--- config.mk ---
export PLATFORM = sky130hd
export DESIGN_NAME = scs_clock_select
export DESIGN_NICKNAME = d
export VERILOG_FILES = /design/src/include/scs_pkg.sv /design/src/rtl/scs_clock_select.sv /design/src/rtl/scs_sync.sv
export SDC_FILE = /design/constraint.sdc
export NUM_CORES = 1
export LEC_CHECK = 0
export ABC_CLOCK_PERIOD_IN_PS = 1880
export BUFFER_PORTS_ARGS = -buffer_cell sky130_fd_sc_hd__buf_4
export CORE_MARGIN = 8
export CORE_UTILIZATION = 51
export CTS_CLUSTER_DIAMETER = 200
export CTS_CLUSTER_SIZE = 24
export DETAILED_ROUTE_END_ITERATION = 7
export PLACE_DENSITY = 0.79
export SLEW_MARGIN = 15
export SYNTH_ARGS = -nofsm -noshare
export SYNTH_HDL_FRONTEND = slang
export SYNTH_SLANG_ARGS = --single-unit
--- constraint.sdc ---
create_clock -name clk_sys -period 1.88 [get_ports clk_sys]
set_input_delay 0.188 -clock clk_sys [delete_from_list [all_inputs] [get_ports clk_sys]]
set_output_delay 0.188 -clock clk_sys [all_outputs]
set_load 0.01 [all_outputs]
--- src/include/scs_pkg.sv ---
package scs_pkg;
    // register addresses (byte addresses on the plain port)
    localparam logic [3:0] ADDR_OSC_CONTROL = 4'h0;
    localparam logic [3:0] ADDR_INT_CONTROL_ONE = 4'h4;
    localparam logic [3:0] ADDR_IRQ_STATUS = 4'h8;
    localparam logic [3:0] ADDR_IRQ_MASK = 4'hc;
    localparam logic [3:0] ADDR_CONFIG_VIEW = 4'h0;
    // oscillator_control field positions
    localparam int CUR_SEL_LSB = 12;
    localparam int REQ_SEL_LSB = 8;
    localparam int LOCKOUT_BIT = 7;
    localparam int PLL_LOCK_BIT = 5;
    localparam int FAIL_FLAG_BIT = 3;
    localparam int SEC_DRIVE_BIT = 2;
    localparam int SEC_ENABLE_BIT = 1;
    localparam int SWITCH_REQ_BIT = 0;
    // interrupt_control_one field positions
    localparam int NEST_DIS_BIT = 15;
    localparam int OSC_TRAP_BIT = 1;
    // irq status bits
    localparam int IRQ_SWITCH_DONE = 0;
    localparam int IRQ_CLOCK_FAIL = 1;
    localparam int IRQ_PLL_LOCK = 2;
    localparam int IRQ_WIDTH = 3;
    // reset values
    localparam logic [IRQ_WIDTH-1:0] IRQ_MASK_RESET = 3'h0;
    localparam logic [15:0] READ_ZERO = 16'h0000;
    // switch settle time: 1000 ns at 8 ns
    localparam int SWITCH_SETTLE_NS = 1000;
    localparam int CLK_PERIOD_NS = 8;
    localparam int SWITCH_SETTLE_CYC = SWITCH_SETTLE_NS / CLK_PERIOD_NS;
    localparam int SETTLE_W = 8;

    typedef enum logic [2:0] {
        SRC_FAST_RC = 3'h0,
        SRC_FAST_RC_MULT = 3'h1,
        SRC_PRIMARY = 3'h2,
        SRC_PRIMARY_MULT = 3'h3,
        SRC_SECONDARY = 3'h4,
        SRC_LOWPOWER_RC = 3'h5,
        SRC_LOWPOWER_FAST_RC_DIV = 3'h6,
        SRC_FAST_RC_DIV = 3'h7
    } scs_source_type;

    typedef enum logic [2:0] {
        RST_POWER_ON,
        RST_BROWNOUT,
        RST_PIN,
        RST_WATCHDOG,
        RST_SOFTWARE
    } scs_reset_kind_type;

    function automatic logic scs_uses_pll(input logic [2:0] sel);
        return (sel == SRC_FAST_RC_MULT) || (sel == SRC_PRIMARY_MULT);
    endfunction
endpackage

--- src/rtl/scs_clock_select.sv ---
// Behaviour
// - switching disabled: every reset takes source from configuration bits.
// - switching enabled: power-on/brown-out use config; others keep current.
// - read-only current source field at bits 14:12, eight encodings.
// - writable requested source field at bits 10:8, same encodings.
// - requested field reloads from configuration selection at reset.
// - lock status reads 0 during a switch and for non-PLL modes.
// - drive-level bit ignored when secondary takes a digital clock.
// - bits 15 and 11 read zero; writes to them ignored.
// - oscillator-failure trap flag at bit 1 of interrupt control one.
// - control register governs switching and reports clock status.
//
// Design decisions made here: the address map and the address-and-strobe port.
`timescale 1ns/1ps
`default_nettype none
module scs_clock_select
    import scs_pkg::*;
(
    input wire logic clk_sys,
    input wire logic reset,
    input wire logic [2:0] reset_kind,
    input wire logic switching_enabled,
    input wire logic [2:0] config_source_sel,
    input wire logic secondary_input_kind,
    input wire logic pll_locked_raw,
    input wire logic clock_fail_raw,
    input wire logic [3:0] reg_addr,
    input wire logic [15:0] reg_wdata,
    input wire logic reg_write,
    input wire logic reg_read,
    output logic [15:0] reg_rdata,
    output logic [2:0] active_source,
    output logic switch_busy,
    output logic secondary_osc_enable,
    output logic secondary_drive_level,
    output logic osc_failure_trap_flag,
    output logic irq
);
    logic [2:0] current_source_sel_ff;
    logic [2:0] requested_source_sel_ff;
    logic switch_request_ff;
    logic switch_lockout_ff;
    logic clock_fail_flag_ff;
    logic sec_drive_ff;
    logic sec_enable_ff;
    logic nesting_disable_ff;
    logic osc_trap_ff;
    logic [SETTLE_W-1:0] settle_ff;
    logic [IRQ_WIDTH-1:0] irq_status_ff;
    logic [IRQ_WIDTH-1:0] irq_mask_ff;
    logic [15:0] rdata_ff;
    logic [2:0] active_ff;
    logic busy_ff;
    logic drive_out_ff;
    logic enable_out_ff;
    logic trap_out_ff;
    logic irq_ff;
    logic init_pending_ff;
    logic [1:0] raw_sync;
    logic pll_locked;
    logic clock_fail;
    logic clock_fail_d_ff;
    logic pll_locked_d_ff;
    logic lock_status;
    logic switch_done;
    logic fail_rise;
    logic lock_rise;
    logic wr_osc;
    logic wr_int;
    logic [2:0] reset_source;
    logic [IRQ_WIDTH-1:0] irq_events;

    scs_sync #(.WIDTH(2)) u_sync (
        .clk_sys(clk_sys),
        .reset(reset),
        .async_in({clock_fail_raw, pll_locked_raw}),
        .sync_out(raw_sync)
    );
    assign pll_locked = raw_sync[0];
    assign clock_fail = raw_sync[1];

    assign wr_osc = reg_write && (reg_addr == ADDR_OSC_CONTROL);
    assign wr_int = reg_write && (reg_addr == ADDR_INT_CONTROL_ONE);
    assign switch_done = switch_request_ff && (settle_ff == '0) &&
        !init_pending_ff;
    assign fail_rise = clock_fail && !clock_fail_d_ff;
    assign lock_rise = lock_status && !pll_locked_d_ff;

    // lock forced low while switching or in a non-PLL mode
    assign lock_status = pll_locked && !switch_request_ff &&
        scs_uses_pll(current_source_sel_ff);

    // source chosen after a reset
    always_comb begin
        if (!switching_enabled) begin
            reset_source = config_source_sel;
        end else begin
            case (reset_kind)
                RST_POWER_ON: reset_source = config_source_sel;
                RST_BROWNOUT: reset_source = config_source_sel;
                default: reset_source = current_source_sel_ff;
            endcase
        end
    end

    // straps are caught in the first cycle after release
    always_ff @(posedge clk_sys) begin
        if (reset) begin
            init_pending_ff <= 1'b1;
        end else begin
            init_pending_ff <= 1'b0;
        end
    end

    // current source: hardware maintained, read only
    always_ff @(posedge clk_sys) begin
        if (init_pending_ff && !reset) begin
            current_source_sel_ff <= reset_source;
        end else if (switch_done) begin
            current_source_sel_ff <= requested_source_sel_ff;
        end
    end

    // requested source
    always_ff @(posedge clk_sys) begin
        if (init_pending_ff && !reset) begin
            requested_source_sel_ff <= config_source_sel;
        end else if (wr_osc && !switch_request_ff && !switch_lockout_ff) begin
            requested_source_sel_ff <= reg_wdata[REQ_SEL_LSB +: 3];
        end
    end

    // switch request and settle count
    always_ff @(posedge clk_sys) begin
        if (reset) begin
            switch_request_ff <= 1'b0;
            settle_ff <= '0;
        end else if (switch_done) begin
            switch_request_ff <= 1'b0;
        end else if (switch_request_ff) begin
            settle_ff <= settle_ff - 1'b1;
        end else if (wr_osc && reg_wdata[SWITCH_REQ_BIT] &&
                     switching_enabled && !switch_lockout_ff) begin
            switch_request_ff <= 1'b1;
            settle_ff <= SETTLE_W'(SWITCH_SETTLE_CYC - 1);
        end
    end

    // lockout is set-only; fail flag clears only by writing zero
    always_ff @(posedge clk_sys) begin
        if (reset) begin
            switch_lockout_ff <= 1'b0;
            clock_fail_flag_ff <= 1'b0;
            sec_drive_ff <= 1'b0;
            sec_enable_ff <= 1'b0;
        end else begin
            if (wr_osc && reg_wdata[LOCKOUT_BIT]) begin
                switch_lockout_ff <= 1'b1;
            end
            if (clock_fail) begin
                clock_fail_flag_ff <= 1'b1;
            end else if (wr_osc && !reg_wdata[FAIL_FLAG_BIT]) begin
                clock_fail_flag_ff <= 1'b0;
            end
            if (wr_osc) begin
                sec_drive_ff <= reg_wdata[SEC_DRIVE_BIT];
                sec_enable_ff <= reg_wdata[SEC_ENABLE_BIT];
            end
        end
    end

    // interrupt control one
    always_ff @(posedge clk_sys) begin
        if (reset) begin
            nesting_disable_ff <= 1'b0;
            osc_trap_ff <= 1'b0;
        end else begin
            if (wr_int) begin
                nesting_disable_ff <= reg_wdata[NEST_DIS_BIT];
            end
            if (fail_rise) begin
                osc_trap_ff <= 1'b1;
            end else if (wr_int) begin
                osc_trap_ff <= reg_wdata[OSC_TRAP_BIT];
            end
        end
    end

    // edge detect history
    always_ff @(posedge clk_sys) begin
        if (reset) begin
            clock_fail_d_ff <= 1'b0;
            pll_locked_d_ff <= 1'b0;
        end else begin
            clock_fail_d_ff <= clock_fail;
            pll_locked_d_ff <= lock_status;
        end
    end

    // sticky interrupt status, write one to clear; set wins
    always_comb begin
        irq_events = '0;
        irq_events[IRQ_SWITCH_DONE] = switch_done;
        irq_events[IRQ_CLOCK_FAIL] = fail_rise;
        irq_events[IRQ_PLL_LOCK] = lock_rise;
    end

    always_ff @(posedge clk_sys) begin
        if (reset) begin
            irq_status_ff <= '0;
            irq_mask_ff <= IRQ_MASK_RESET;
        end else begin
            if (reg_write && reg_addr == ADDR_IRQ_MASK) begin
                irq_mask_ff <= reg_wdata[IRQ_WIDTH-1:0];
            end
            if (reg_write && reg_addr == ADDR_IRQ_STATUS) begin
                irq_status_ff <= (irq_status_ff &
                    ~reg_wdata[IRQ_WIDTH-1:0]) | irq_events;
            end else begin
                irq_status_ff <= irq_status_ff | irq_events;
            end
        end
    end

    // read data, one cycle after the strobe; unmapped reads zero
    always_ff @(posedge clk_sys) begin
        if (reset) begin
            rdata_ff <= READ_ZERO;
        end else if (reg_read) begin
            rdata_ff <= READ_ZERO;
            case (reg_addr)
                ADDR_OSC_CONTROL: begin
                    rdata_ff[CUR_SEL_LSB +: 3] <= current_source_sel_ff;
                    rdata_ff[REQ_SEL_LSB +: 3] <= requested_source_sel_ff;
                    rdata_ff[LOCKOUT_BIT] <= switch_lockout_ff;
                    rdata_ff[PLL_LOCK_BIT] <= lock_status;
                    rdata_ff[FAIL_FLAG_BIT] <= clock_fail_flag_ff;
                    rdata_ff[SEC_DRIVE_BIT] <= sec_drive_ff;
                    rdata_ff[SEC_ENABLE_BIT] <= sec_enable_ff;
                    rdata_ff[SWITCH_REQ_BIT] <= switch_request_ff;
                end
                ADDR_INT_CONTROL_ONE: begin
                    rdata_ff[NEST_DIS_BIT] <= nesting_disable_ff;
                    rdata_ff[OSC_TRAP_BIT] <= osc_trap_ff;
                end
                ADDR_IRQ_STATUS: rdata_ff[IRQ_WIDTH-1:0] <= irq_status_ff;
                ADDR_IRQ_MASK: rdata_ff[IRQ_WIDTH-1:0] <= irq_mask_ff;
                default: rdata_ff <= READ_ZERO;
            endcase
        end else begin
            rdata_ff <= READ_ZERO;
        end
    end

    // registered outputs
    always_ff @(posedge clk_sys) begin
        if (reset) begin
            active_ff <= 3'h0;
            busy_ff <= 1'b0;
            drive_out_ff <= 1'b0;
            enable_out_ff <= 1'b0;
            trap_out_ff <= 1'b0;
            irq_ff <= 1'b0;
        end else begin
            active_ff <= current_source_sel_ff;
            busy_ff <= switch_request_ff;
            // drive level meaningless with a digital clock input
            drive_out_ff <= sec_drive_ff && secondary_input_kind;
            enable_out_ff <= sec_enable_ff;
            trap_out_ff <= osc_trap_ff;
            irq_ff <= |(irq_status_ff & irq_mask_ff);
        end
    end

    assign reg_rdata = rdata_ff;
    assign active_source = active_ff;
    assign switch_busy = busy_ff;
    assign secondary_osc_enable = enable_out_ff;
    assign secondary_drive_level = drive_out_ff;
    assign osc_failure_trap_flag = trap_out_ff;
    assign irq = irq_ff;
endmodule
`default_nettype wire

--- src/rtl/scs_sync.sv ---
`timescale 1ns/1ps
`default_nettype none
module scs_sync #(
    parameter int WIDTH = 1
) (
    input wire logic clk_sys,
    input wire logic reset,
    input wire logic [WIDTH-1:0] async_in,
    output logic [WIDTH-1:0] sync_out
);
    logic [WIDTH-1:0] stage_one_ff;
    logic [WIDTH-1:0] stage_two_ff;

    always_ff @(posedge clk_sys) begin
        if (reset) begin
            stage_one_ff <= '0;
            stage_two_ff <= '0;
        end else begin
            stage_one_ff <= async_in;
            stage_two_ff <= stage_one_ff;
        end
    end

    assign sync_out = stage_two_ff;
endmodule
`default_nettype wire

# Yosys cells after proc, flatten, opt, wreduce, memory -nomap -nowiden
# Cells that the tools add are included.
[totals] register_bits=58 inputBits=34 out_inout_bits=24 word_cells=106
[op_classes] add_sub_neg=1 eq_ne=7 muxes=19 n_bitwise=9 n_reduce_logical=43
[ops] op="3-bit two-way mux" count=7
[ops] op="1-bit logical AND" count=19
[ops] op="8-bit two-way mux" count=2
[ops] op="2-bit nonzero test" count=5
[ops] op="3-bit OR reduction" count=3
[ops] op="4-bit equality test (second input constant)" count=2
[ops] op="8-bit zero test" count=1
[ops] op="8-bit by 1-bit subtractor with 8-bit output (second input constant)" count=1
[ops] op="1-bit zero test" count=7
[ops] op="1-bit two-way mux" count=7
[ops] op="3-bit bitwise AND" count=2
[ops] op="3-bit by 1-bit equality test with 1-bit output (second input constant)" count=2
[ops] op="3-bit OR" count=2
[ops] op="1-bit one-hot mux with 3 select lines" count=2
[ops] op="2-bit OR reduction" count=3
[ops] op="4-bit by 3-bit equality test with 1-bit output (second input constant)" count=1
[ops] op="4-bit zero test" count=1
[ops] op="1-bit inverter" count=4
[ops] op="1-bit one-hot mux with 4 select lines" count=1
[ops] op="2-bit AND reduction" count=2
[ops] op="3-bit by 2-bit equality test with 1-bit output (second input constant)" count=1
[ops] op="3-bit zero test" count=1
[ops] op="3-bit inequality test (second input constant)" count=1
[ops] op="3-bit inverter" count=1
[ops] op="1-bit logical OR" count=1

# Logic depth before layout (Yosys ltp)
# Gate-level depths: netlist of run 1.
[depth] ltp_word=7 ltp_mapped=6 depth_no_buf=6

# Cells and area by module
# A second synthesis of run 1 with hierarchy kept.
[hier_totals] hier_cells=213 hier_area_um2=2089.5
[modules_own_cells] mod="scs_clock_select" n_inst=1 cells_each=205 area_each_um2=1984.4 seq_area_each_um2=1081.0
[modules_own_cells] mod="scs_sync" n_inst=1 cells_each=8 area_each_um2=105.1 seq_area_each_um2=80.1

# Worst setup path before layout of run 1
# OpenSTA, ideal clock, no wires.
[synth_path] kind="flip-flop to flip-flop" start="reg settle_ff[0]" end="reg current_source_sel_ff[0], enable pin" setup_ns=0.304 arrival_time_ns=1.209 path_slack_ns=0.367 stages_incl_launch_ff=6 n_path_buf=0 period_less_slack_ns=1.513 cell_sequence="dfxtp_1 inv_1 ha_1 nor3b_1 nand4b_2 nand2_1"
[synth_via] elab_chain_len=5
[synth_lines] item="from (decl)" line="scs_clock_select.sv:48" rtl="logic [SETTLE_W-1:0] settle_ff;"
[synth_lines] item="from (signal assigned)" line="scs_clock_select.sv:141" rtl="settle_ff <= settle_ff - 1'b1;"
[synth_lines] item="from (signal assigned)" line="scs_clock_select.sv:145" rtl="settle_ff <= SETTLE_W'(SWITCH_SETTLE_CYC - 1);"
[synth_lines] item="8-bit zero test" line="scs_clock_select.sv:84" rtl="assign switch_done = switch_request_ff && (settle_ff == '0) &&"
[synth_lines] item="1-bit logical AND (2 in series)" line="scs_clock_select.sv:84"
[synth_lines] item="2-bit nonzero test (no source line)"
[synth_lines] item="2-bit AND reduction (no source line)"
[synth_lines] item="to (signal assigned)" line="scs_clock_select.sv:118" rtl="current_source_sel_ff <= reset_source;"
[synth_lines] item="to (signal assigned)" line="scs_clock_select.sv:120" rtl="current_source_sel_ff <= requested_source_sel_ff;"
[synth_lines] item="to (decl)" line="scs_clock_select.sv:39" rtl="logic [2:0] current_source_sel_ff;"
# Every way passes these cells.
# A chain may end at the register's enable or synchronous reset.

# Worst setup path in the final report of run 1
[layout_path] start="reg settle_ff[0]" end="reg current_source_sel_ff[1], enable pin"
# The elaborated chain is that of the path after synthesis.

==> out/qor.yml, run 1 <==
status: "finished clean"
dpl-instance-area_mm2: 0.00252
initialDrtViolationCount: 92
cts-buffers-inserted: 5
ant_nets: 0
syn-instance-count: 206
post-route-drc-count: 0
clock_skew_ns: 0.00751
synth.mux.area_fraction: 0.0491
ioPinCount: 58
start_util: 0.529
crit_end: "current_source_sel_ff[1]"
synthSimpleGateAreaFrac: 0.233
grt_setup_unrepaired: "no"
finalWeightedCongestion: 0.843
synth_warnings: 0
critical_path_arrival_ns: 1.66
fmaxAchievable_ghz: 0.608
via_per_instance_ratio: 5.27
detailed_placement_wirelength_estimate_um: 3440
fin_crit_share: 0.875
worst_setup_hold_path_clk_slew_ns: 0.10
floorplan.die_area_mm2: 0.00646
crit_path_start: "settle_ff[0]"
final_cell_area_mm2: 0.00262
cellLeakagePower_nw: 1.13
cp.required_ns: 1.90
drv_slew: 0
floorplan.core_area_mm2: 0.00400
min_path_type: "in2reg"
grt_start_max_net_pins: 20
layout_setup_ws_ns: 0.235
std_cell_rows: 23
detailedPlace.worstSlack_ns: 0.0928
adder_and_majority_cell_fraction_of_the_synthesized_area: 0.0118
antenna_cells_inserted: 0
chipHeight_um: 80.4
p_per_area_mw_per_mm2: 776
total_power_mw: 2.03
post_synth_instance_area_mm2: 0.00211
cap_violations: 0
gr-total-overflow: 0
fin_tns_setup_ns: 0
ys_seq_area_frac: 0.549
report.final.setup_viol: 0
clkLatencyLatePin_ns: 0.31
syn_to_final_growth_pct: 24.0
timing.critical_path.fanout_max: 9
async_flop_share: 0
power.ir.vdd_worst_uv: 337
rr_startpoint: "settle_ff[0]"
worst-r2r-cell-count: 5
routed_wl_um: 4480
library_cell_with_the_highest_instance_count_after_synthesis: "dfxtp_1"
detail_route.wl_per_cell_um: 14.5
crit_type: "reg2reg"
dp_cells: 300
synth_top_cell_area_share: 0.464
fraction_of_layout_instances_using_a_drive_strength_above_1: 0.283
max-clock-path-buffers: 2
synth_seq_cells: 55
htreeDepth: 2
layout_min_cycle_time_ns: 1.65
grt_first_pass_wirelength_um: 7180
port_buffers: 46
final_cell_count_no_fill: 308
netlist_top_cells_count: "49 x dfxtp_1, 25 x nand2_1, 18 x nor2_1"
syn-mean-instance-area_um2: 10.3
num_vias: 1623
fill_cells: 336
yosysTopAreaCell: "dfxtp_1"
synthXorXnorAreaFrac: 0
tritoncts: "built"
timing.critical_path.to_type: "flip-flop"
yosys-top-cells-area: "dfxtp_1 46%, edfxtp_1 8.5%, nand2_1 4.4%"
fin_nets: 293
grt_use_total: 0.139
rrSetupSlack_ns: 0.23
critical_path.startpoint_type: "flip-flop"
synth-edff-count: 6
post_cts.repair.setup_buffers: 0
grt_pass1_vias: 1595
rr_endpoint: "current_source_sel_ff[1]"
initial_antenna_violation_count: 0
compound_cell_area_share_of_the_yosys_netlist: 0.122
chipWidth_um: 80.4
cts.sink_count: 55
postSynth.topFlopCell: "dfxtp_1"
largest_family_of_logic_cells_by_synthesized_area: "simple AND/OR/NAND/NOR gates"
cts_root_buf: "clkbuf_8"
detailedRoute.firstPassIterationCount: 5
synth.lib_cells_used.distinct: 45
final_hold_viol_count: 0
[flip-flops by register name (all words and copies together), names as in the netlist, 2 cells and up]
| register | count |
|---|---|
| reg_rdata | 13 |
| settle_ff | 8 |
| active_source | 3 |
| current_source_sel_ff | 3 |
| irq_mask_ff | 3 |
| irq_status_ff | 3 |
| requested_source_sel_ff | 3 |
| u_sync.stage_one_ff | 2 |
| u_sync.sync_out | 2 |
[logic make-up after synthesis]
kind of cell | Yosys count
AO/OA/AOI/OAI | 35
adder cells (fa/ha/maj) | 2
buffers and inverters | 15
flip-flops | 55
multiplexers | 9
other | 1
AND/OR/NAND/NOR | 89
[how the worst min path moves through the flow]
stage	endpoint	slack, ns	from	depth (start not counted)
5_1_grt	irq_status_ff[0]	0.08	reg_wdata[0]	2
3_3_place_gp	irq_status_ff[0]	0.40	reg_wdata[0]	2
2_1_floorplan	init_pending_ff	0.22	reset	0
3_5_place_dp	irq_status_ff[0]	0.41	reg_wdata[0]	2
4_1_cts	irq_status_ff[0]	0.07	reg_wdata[0]	2
6_report	irq_status_ff[0]	0.08	reg_wdata[0]	2
[what timing repair did]
| action | in CTS | in global routing |
|---|---|---|
| setup endpoints to repair | 0 | 8 |
| resized for setup | 0 | 1 |
| hold endpoints to repair | 0 | 0 |
| hold buffers | 0 | 0 |
[layout make-up]
class                   count  area, um2  share of cell area
well taps                  50       62.6              0.0239
multi-input cells         138        895               0.341
clock inverters             3       25.0             0.00955
repair buffers             52        390               0.149
inverters                   5       18.8             0.00716
clock buffers               5       68.8              0.0263
flip-flops and latches     55       1160               0.443
[metrics by stage]
step	hold WS (ns)	utilization
after global routing	0.0776	0.655
after detailed placement	0.406	0.631
after floorplan	0.216	-
after CTS	0.0743	0.654
after global placement	0.399	0.631
final	0.0815	0.655
[layer usage]
metal / up-vias / routed length, um / global-route usage
li1: 827 / - / -
met1: 754 / 1860 / 0.157
met2: 35 / 2320 / 0.243
met3: 7 / 240 / 0.0402
met4: 0 / 63 / 0.0491
met5: - / 0 / 0
[power by group]
group,internal (mW),switching (mW),total (mW)
Sequential,1.21,0.0133,1.23
Clock,0.267,0.388,0.654
Combinational,0.0762,0.0781,0.154
Total,1.56,0.479,2.03
[placed cells by master, fill, tap and decap left out, types with 2 or more instances in the layout]
cell type / instances
nand2_1: 25
o31ai_1: 2
edfxtp_1: 6
mux2i_1: 7
buf_4: 52
a32o_1: 2
nand3_1: 2
clkbuf_8: 5
a21oi_1: 4
and3_1: 2
o21ai_0: 5
clkinv_4: 2
nand2b_1: 3
a311oi_1: 4
nor3_1: 2
a31oi_1: 8
and4b_1: 3
conb_1: 3
nor2b_1: 14
inv_1: 5
ha_1: 2
nor2_1: 18
nor3b_1: 2
a22oi_1: 2
dfxtp_1: 49
and2_1: 8
[worst max-delay path, stage by stage, from the launching register on]
cell and delay, ns:
dfxtp_1 0.35, inv_1 0.09, ha_1 0.14, nor3b_2 0.25, nand4b_2 0.29, nand2_1 0.24
(Power assumes the default switching activity.)
==> inputs of run 2 (changes only) <==
--- a/config.mk
+++ b/config.mk
@@ -5,14 +5,16 @@
 export SDC_FILE = /design/constraint.sdc
 export NUM_CORES = 1
 export LEC_CHECK = 0
-export ABC_CLOCK_PERIOD_IN_PS = 1880
+export ABC_CLOCK_PERIOD_IN_PS = 1910
 export BUFFER_PORTS_ARGS = -buffer_cell sky130_fd_sc_hd__buf_4
 export CORE_MARGIN = 8
-export CORE_UTILIZATION = 51
+export CORE_UTILIZATION = 55
 export CTS_CLUSTER_DIAMETER = 200
 export CTS_CLUSTER_SIZE = 24
 export DETAILED_ROUTE_END_ITERATION = 7
-export PLACE_DENSITY = 0.79
+export GPL_TIMING_DRIVEN = 0
+export PLACE_DENSITY = 0.84
+export SKIP_LAST_GASP = 1
 export SLEW_MARGIN = 15
 export SYNTH_ARGS = -nofsm -noshare
 export SYNTH_HDL_FRONTEND = slang
==> constraint.sdc (replaced) <==
create_clock -name clk_sys -period 1.91 [get_ports clk_sys]
set_input_delay 0.191 -clock clk_sys [delete_from_list [all_inputs] [get_ports clk_sys]]
set_output_delay 0.191 -clock clk_sys [all_outputs]
set_load 0.01 [all_outputs]
==> run 2 against run 1 <==
  * Clock skew hardly changed
  * Critical path type unchanged
  * Worst hold slack worse by 0.037 ns
  * Cell count is the same
  * Via count increased by 3.8%
  * Core utilization grew 5.0 points
==> out/qor.yml, run 2 (same netlist as run 1, synthesis figures left out) <==
status: "finished clean"
grt_start_max_net_pins: 17
initial_antenna_violation_count: 0
detailedRoute.firstPassIterationCount: 4
max-clock-path-buffers: 2
detail_route.wl_per_cell_um: 15.6
worst_slew_pin_slew_ns: 0.557
critical_path.startpoint_type: "flip-flop"
timing.critical_path.to_type: "flip-flop"
gr-total-overflow: 0
timing.critical_path.fanout_max: 9
total_power_mw: 1.98
max_ffs_per_register: 13
p_per_area_mw_per_mm2: 761
final_cell_mix: "49 x dfxtp_1, 47 x buf_4, 25 x nand2_1"
layout_min_cycle_time_ns: 1.73
grt_first_pass_wirelength_um: 7930
htreeDepth: 2
std_cell_rows: 22
critical_path_arrival_ns: 1.75
leading_cell_type_in_the_layout_fill_and_taps_excluded: "dfxtp_1"
cellLeakagePower_nw: 1.12
fin_crit_share: 0.907
syn_to_final_growth_pct: 23.1
timing.slew.headroom: 0.627
ioPinCount: 58
grt_pass1_vias: 1655
routed_wl_um: 4820
cts_root_buf: "clkbuf_8"
start_util: 0.573
crit_type: "reg2reg"
grt_setup_unrepaired: "no"
cts_hold_buf: 0
cap_violations: 0
post-route-drc-count: 0
report.final.setup_viol: 0
drv_slew: 0
fin_util: 0.706
fin_tns_setup_ns: 0
rrSetupSlack_ns: 0.18
finalWeightedCongestion: 0.858
floorplan.core_area_mm2: 0.00369
chipWidth_um: 78.0
cts.sink_count: 55
floorplan.die_area_mm2: 0.00608
via_per_instance_ratio: 5.47
clkLatencyLatePin_ns: 0.31
min_path_type: "in2reg"
antenna_cells_inserted: 0
fraction_of_layout_instances_using_a_drive_strength_above_1: 0.265
initialDrtViolationCount: 144
final_cell_count_no_fill: 308
detailed_placement_wirelength_estimate_um: 3550
ant_nets: 0
grt_use_total: 0.161
fin_nets: 295
dp_cells: 300
cp.required_ns: 1.93
chipHeight_um: 78.0
num_vias: 1684
tritoncts: "built"
fmaxAchievable_ghz: 0.577
power.ir.vdd_worst_uv: 408
final_hold_viol_count: 0
port_buffers: 44
worst_setup_hold_path_clk_slew_ns: 0.09
cts-buffers-inserted: 5
clock_skew_ns: 0.00723
==> run 2: area by class of cell <==
class	instances	area, um2
well taps	48	60.1
repair buffers	44	330
plain buffers	10	52.6
clock inverters	2	12.5
multi-input cells	138	895
clock buffers	6	72.6
flip-flops and latches	55	1160
inverters	5	18.8
fillers	307	1090
==> run 2: final timing paths <==
path / start / to / cells after the start
setup reg to reg: settle_ff[0] / current_source_sel_ff[1] / 5
setup / recovery: settle_ff[0] / current_source_sel_ff[1] / 5
hold / removal: reset / init_pending_ff / 1
hold reg to reg: pll_locked_d_ff / irq_status_ff[2] / 1
==> run 2: power by group <==
group / internal, mW / switching, mW
logic: 0.0745 / 0.0816
clock network: 0.257 / 0.361
registers: 1.19 / 0.0138
total: 1.53 / 0.456
==> run 2: critical path, cell delays in order (launching register included) <==
cell	delay (ns)
dfxtp_1	0.35
inv_1	0.09
ha_1	0.16
nor3b_2	0.29
nand4b_2	0.31
nand2_1	0.23
==> run 2: metrics by stage <==
stage,hold slack [ns],worst slack [ns],area [um2]
CTS,0.0340,0.0929,2600
global placement,0.360,-0.0692,2510
global route,0.0340,0.0552,2600
detailed placement,0.364,-0.0385,2510
finish,0.0443,0.178,2600
floorplan,0.219,0.397,2120
==> run 2: repair_timing <==
action                     4_1_cts  5_1_grt
setup endpoints to repair        0        4
setup buffers                    0        0
resized for setup                0        1
==> run 2: routing by layer <==
| metal | global-route usage | up-vias | wire [um] |
|---|---|---|---|
| li1 | - | 830 | - |
| met1 | 0.180 | 787 | 2010 |
| met2 | 0.272 | 59 | 2410 |
| met3 | 0.0611 | 8 | 328 |
| met4 | 0.0611 | 0 | 68 |
| met5 | 0 | - | 0 |
==> inputs of run 3 (changes only) <==
--- a/config.mk
+++ b/config.mk
@@ -7,7 +7,7 @@
 export LEC_CHECK = 0
 export ABC_CLOCK_PERIOD_IN_PS = 1910
 export BUFFER_PORTS_ARGS = -buffer_cell sky130_fd_sc_hd__buf_4
-export CORE_MARGIN = 8
+export CORE_MARGIN = 2
 export CORE_UTILIZATION = 55
 export CTS_CLUSTER_DIAMETER = 200
 export CTS_CLUSTER_SIZE = 24
==> run 3 against run 2 <==
  * Via count grew 1.1%
  * Core utilization is essentially flat
  * Fmax grew 2.2%
  * Non-clock buffer count is the same
  * First-iteration DRC count shrank 44%
  * Routed wire length shrank 6.6%
  * Global-route usage grew 6.1 points
  * Die area shrank 28%
  * Final area is essentially flat
  * Critical path type is now in2reg
  * Critical endpoint is now requested_source_sel_ff[0]
  * Highest routed layer unchanged
==> out/qor.yml, run 3 (same netlist as run 1, synthesis figures left out) <==
gr-total-overflow: 0
layout_min_cycle_time_ns: 1.69
timing.slew.headroom: 0.608
start_util: 0.573
routed_wl_um: 4500
floorplan.die_area_mm2: 0.00436
port_buffers: 44
fraction_of_layout_instances_using_a_drive_strength_above_1: 0.265
drt-met1-wl_um: 2030
critical_path.startpoint_type: "input port"
p_per_area_mw_per_mm2: 761
detailroute.wirelength.met2_um: 2230
cap_violations: 0
fin_tns_setup_ns: 0
fin_nets: 295
power.ir.vdd_worst_uv: 400
via_per_instance_ratio: 5.53
post-route-drc-count: 0
tritoncts: "built"
status: "finished clean"
antenna_cells_inserted: 0
cp_slowest_stage_delay_ns: 0.53
fin_worst_hold_slack_ns: 0.0456
grt_use_total: 0.222
report.final.setup_viol: 0
syn_to_final_growth_pct: 23.0
cts_hold_buf: 0
cts_root_buf: "clkbuf_8"
detail_route.wl_per_cell_um: 14.6
leading_cell_type_in_the_layout_fill_and_taps_excluded: "dfxtp_1"
finalWeightedCongestion: 0.845
std_cell_rows: 22
detailedRoute.firstPassIterationCount: 4
clkLatencyLatePin_ns: 0.31
grt_setup_unrepaired: "no"
worst_setup_hold_path_clk_slew_ns: 0.09
met3_wirelength_um: 189
ant_nets: 0
fin_crit_share: 0.887
timing.critical_path.fanout_max: 8
floorplan.core_area_mm2: 0.00369
final_hold_viol_count: 0
top_layer_used: "met4"
htreeDepth: 2
timing.critical_path.to_type: "flip-flop"
cts-buffers-inserted: 5
cts-resized-gates: 0
worst_slew_pin_slew_ns: 0.585
cts.sink_count: 55
min_path_type: "in2reg"
slowest_stage: "o31ai_1"
crit_type: "in2reg"
chipWidth_um: 66.0
regArea_mm2: 0.00116
max-clock-path-buffers: 2
total_power_mw: 1.98
post_cts.repair.setup_buffers: 0
ioPinCount: 58
chipHeight_um: 66.0
detailedPlace.worstSlack_ns: -0.0816
cellLeakagePower_nw: 1.12
final_cell_count_no_fill: 308
worstPathCellList: "buf_4 > nor2_1 > nand3_1 > o31ai_1"
multi_input_area_um2: 895
clock_skew_ns: 0.00697
max_ffs_per_register: 13
fill_cells: 277
dpl-instance-area_mm2: 0.00251
final_cell_area_mm2: 0.00260
initialDrtViolationCount: 80
fin_util: 0.705
detailed_placement_wirelength_estimate_um: 3220
num_vias: 1702
drv_slew: 0
grt_pass1_vias: 1504
initial_antenna_violation_count: 0
grt_start_max_net_pins: 17
fmaxAchievable_ghz: 0.590
final_cell_mix: "49 x dfxtp_1, 47 x buf_4, 25 x nand2_1"
dp_cells: 300
cp.required_ns: 1.87
layout_setup_ws_ns: 0.216
critical_path_arrival_ns: 1.65
grt_first_pass_wirelength_um: 7180
-- run 3: cell count changes in the layout (fill, tap and decap cells not counted) --
| cell | before | now |
|---|---|---|
| clkbuf_1 | 5 | 4 |
| clkinv_1 | 1 | 2 |
| clkinv_4 | 1 | 0 |
| clkinvlp_4 | 0 | 1 |
-- run 3: worst paths after layout --
kind,from,end,slack [ns],cells after the start
worst min register to register,pll_locked_d_ff,irq_status_ff[2],0.42,1
worst max-delay path,reg_addr[1],requested_source_sel_ff[0],0.22,4
worst max register to register,switch_request_ff,requested_source_sel_ff[0],0.24,3
worst min-delay path,reset,init_pending_ff,0.05,1
-- run 3: final cells by class --
cell class	instances	area share
multi-input combinational	138	0.344
sequential	55	0.446
buffer	10	0.0202
timing repair buffer	44	0.127
tap	48	0.0231
clock buffer	5	0.0265
inverter	5	0.00722
clock inverter	3	0.00577
-- run 3: worst max-delay path: cells and delay by family --
family	cells	cell delay, ns
compound gates	1	0.53
simple gates	2	0.82
buf+inv	1	0.11
-- run 3: report_power, final --
part,total [mW],internal (mW),switching (mW)
clock network,0.616,0.250,0.366
logic,0.156,0.0744,0.0818
registers,1.21,1.19,0.0136
-- run 3: per-layer routing --
layer	vias up	track usage
li1	831	-
met1	825	0.281
met2	40	0.374
met3	6	0.0579
met4	0	0.0612
met5	-	0
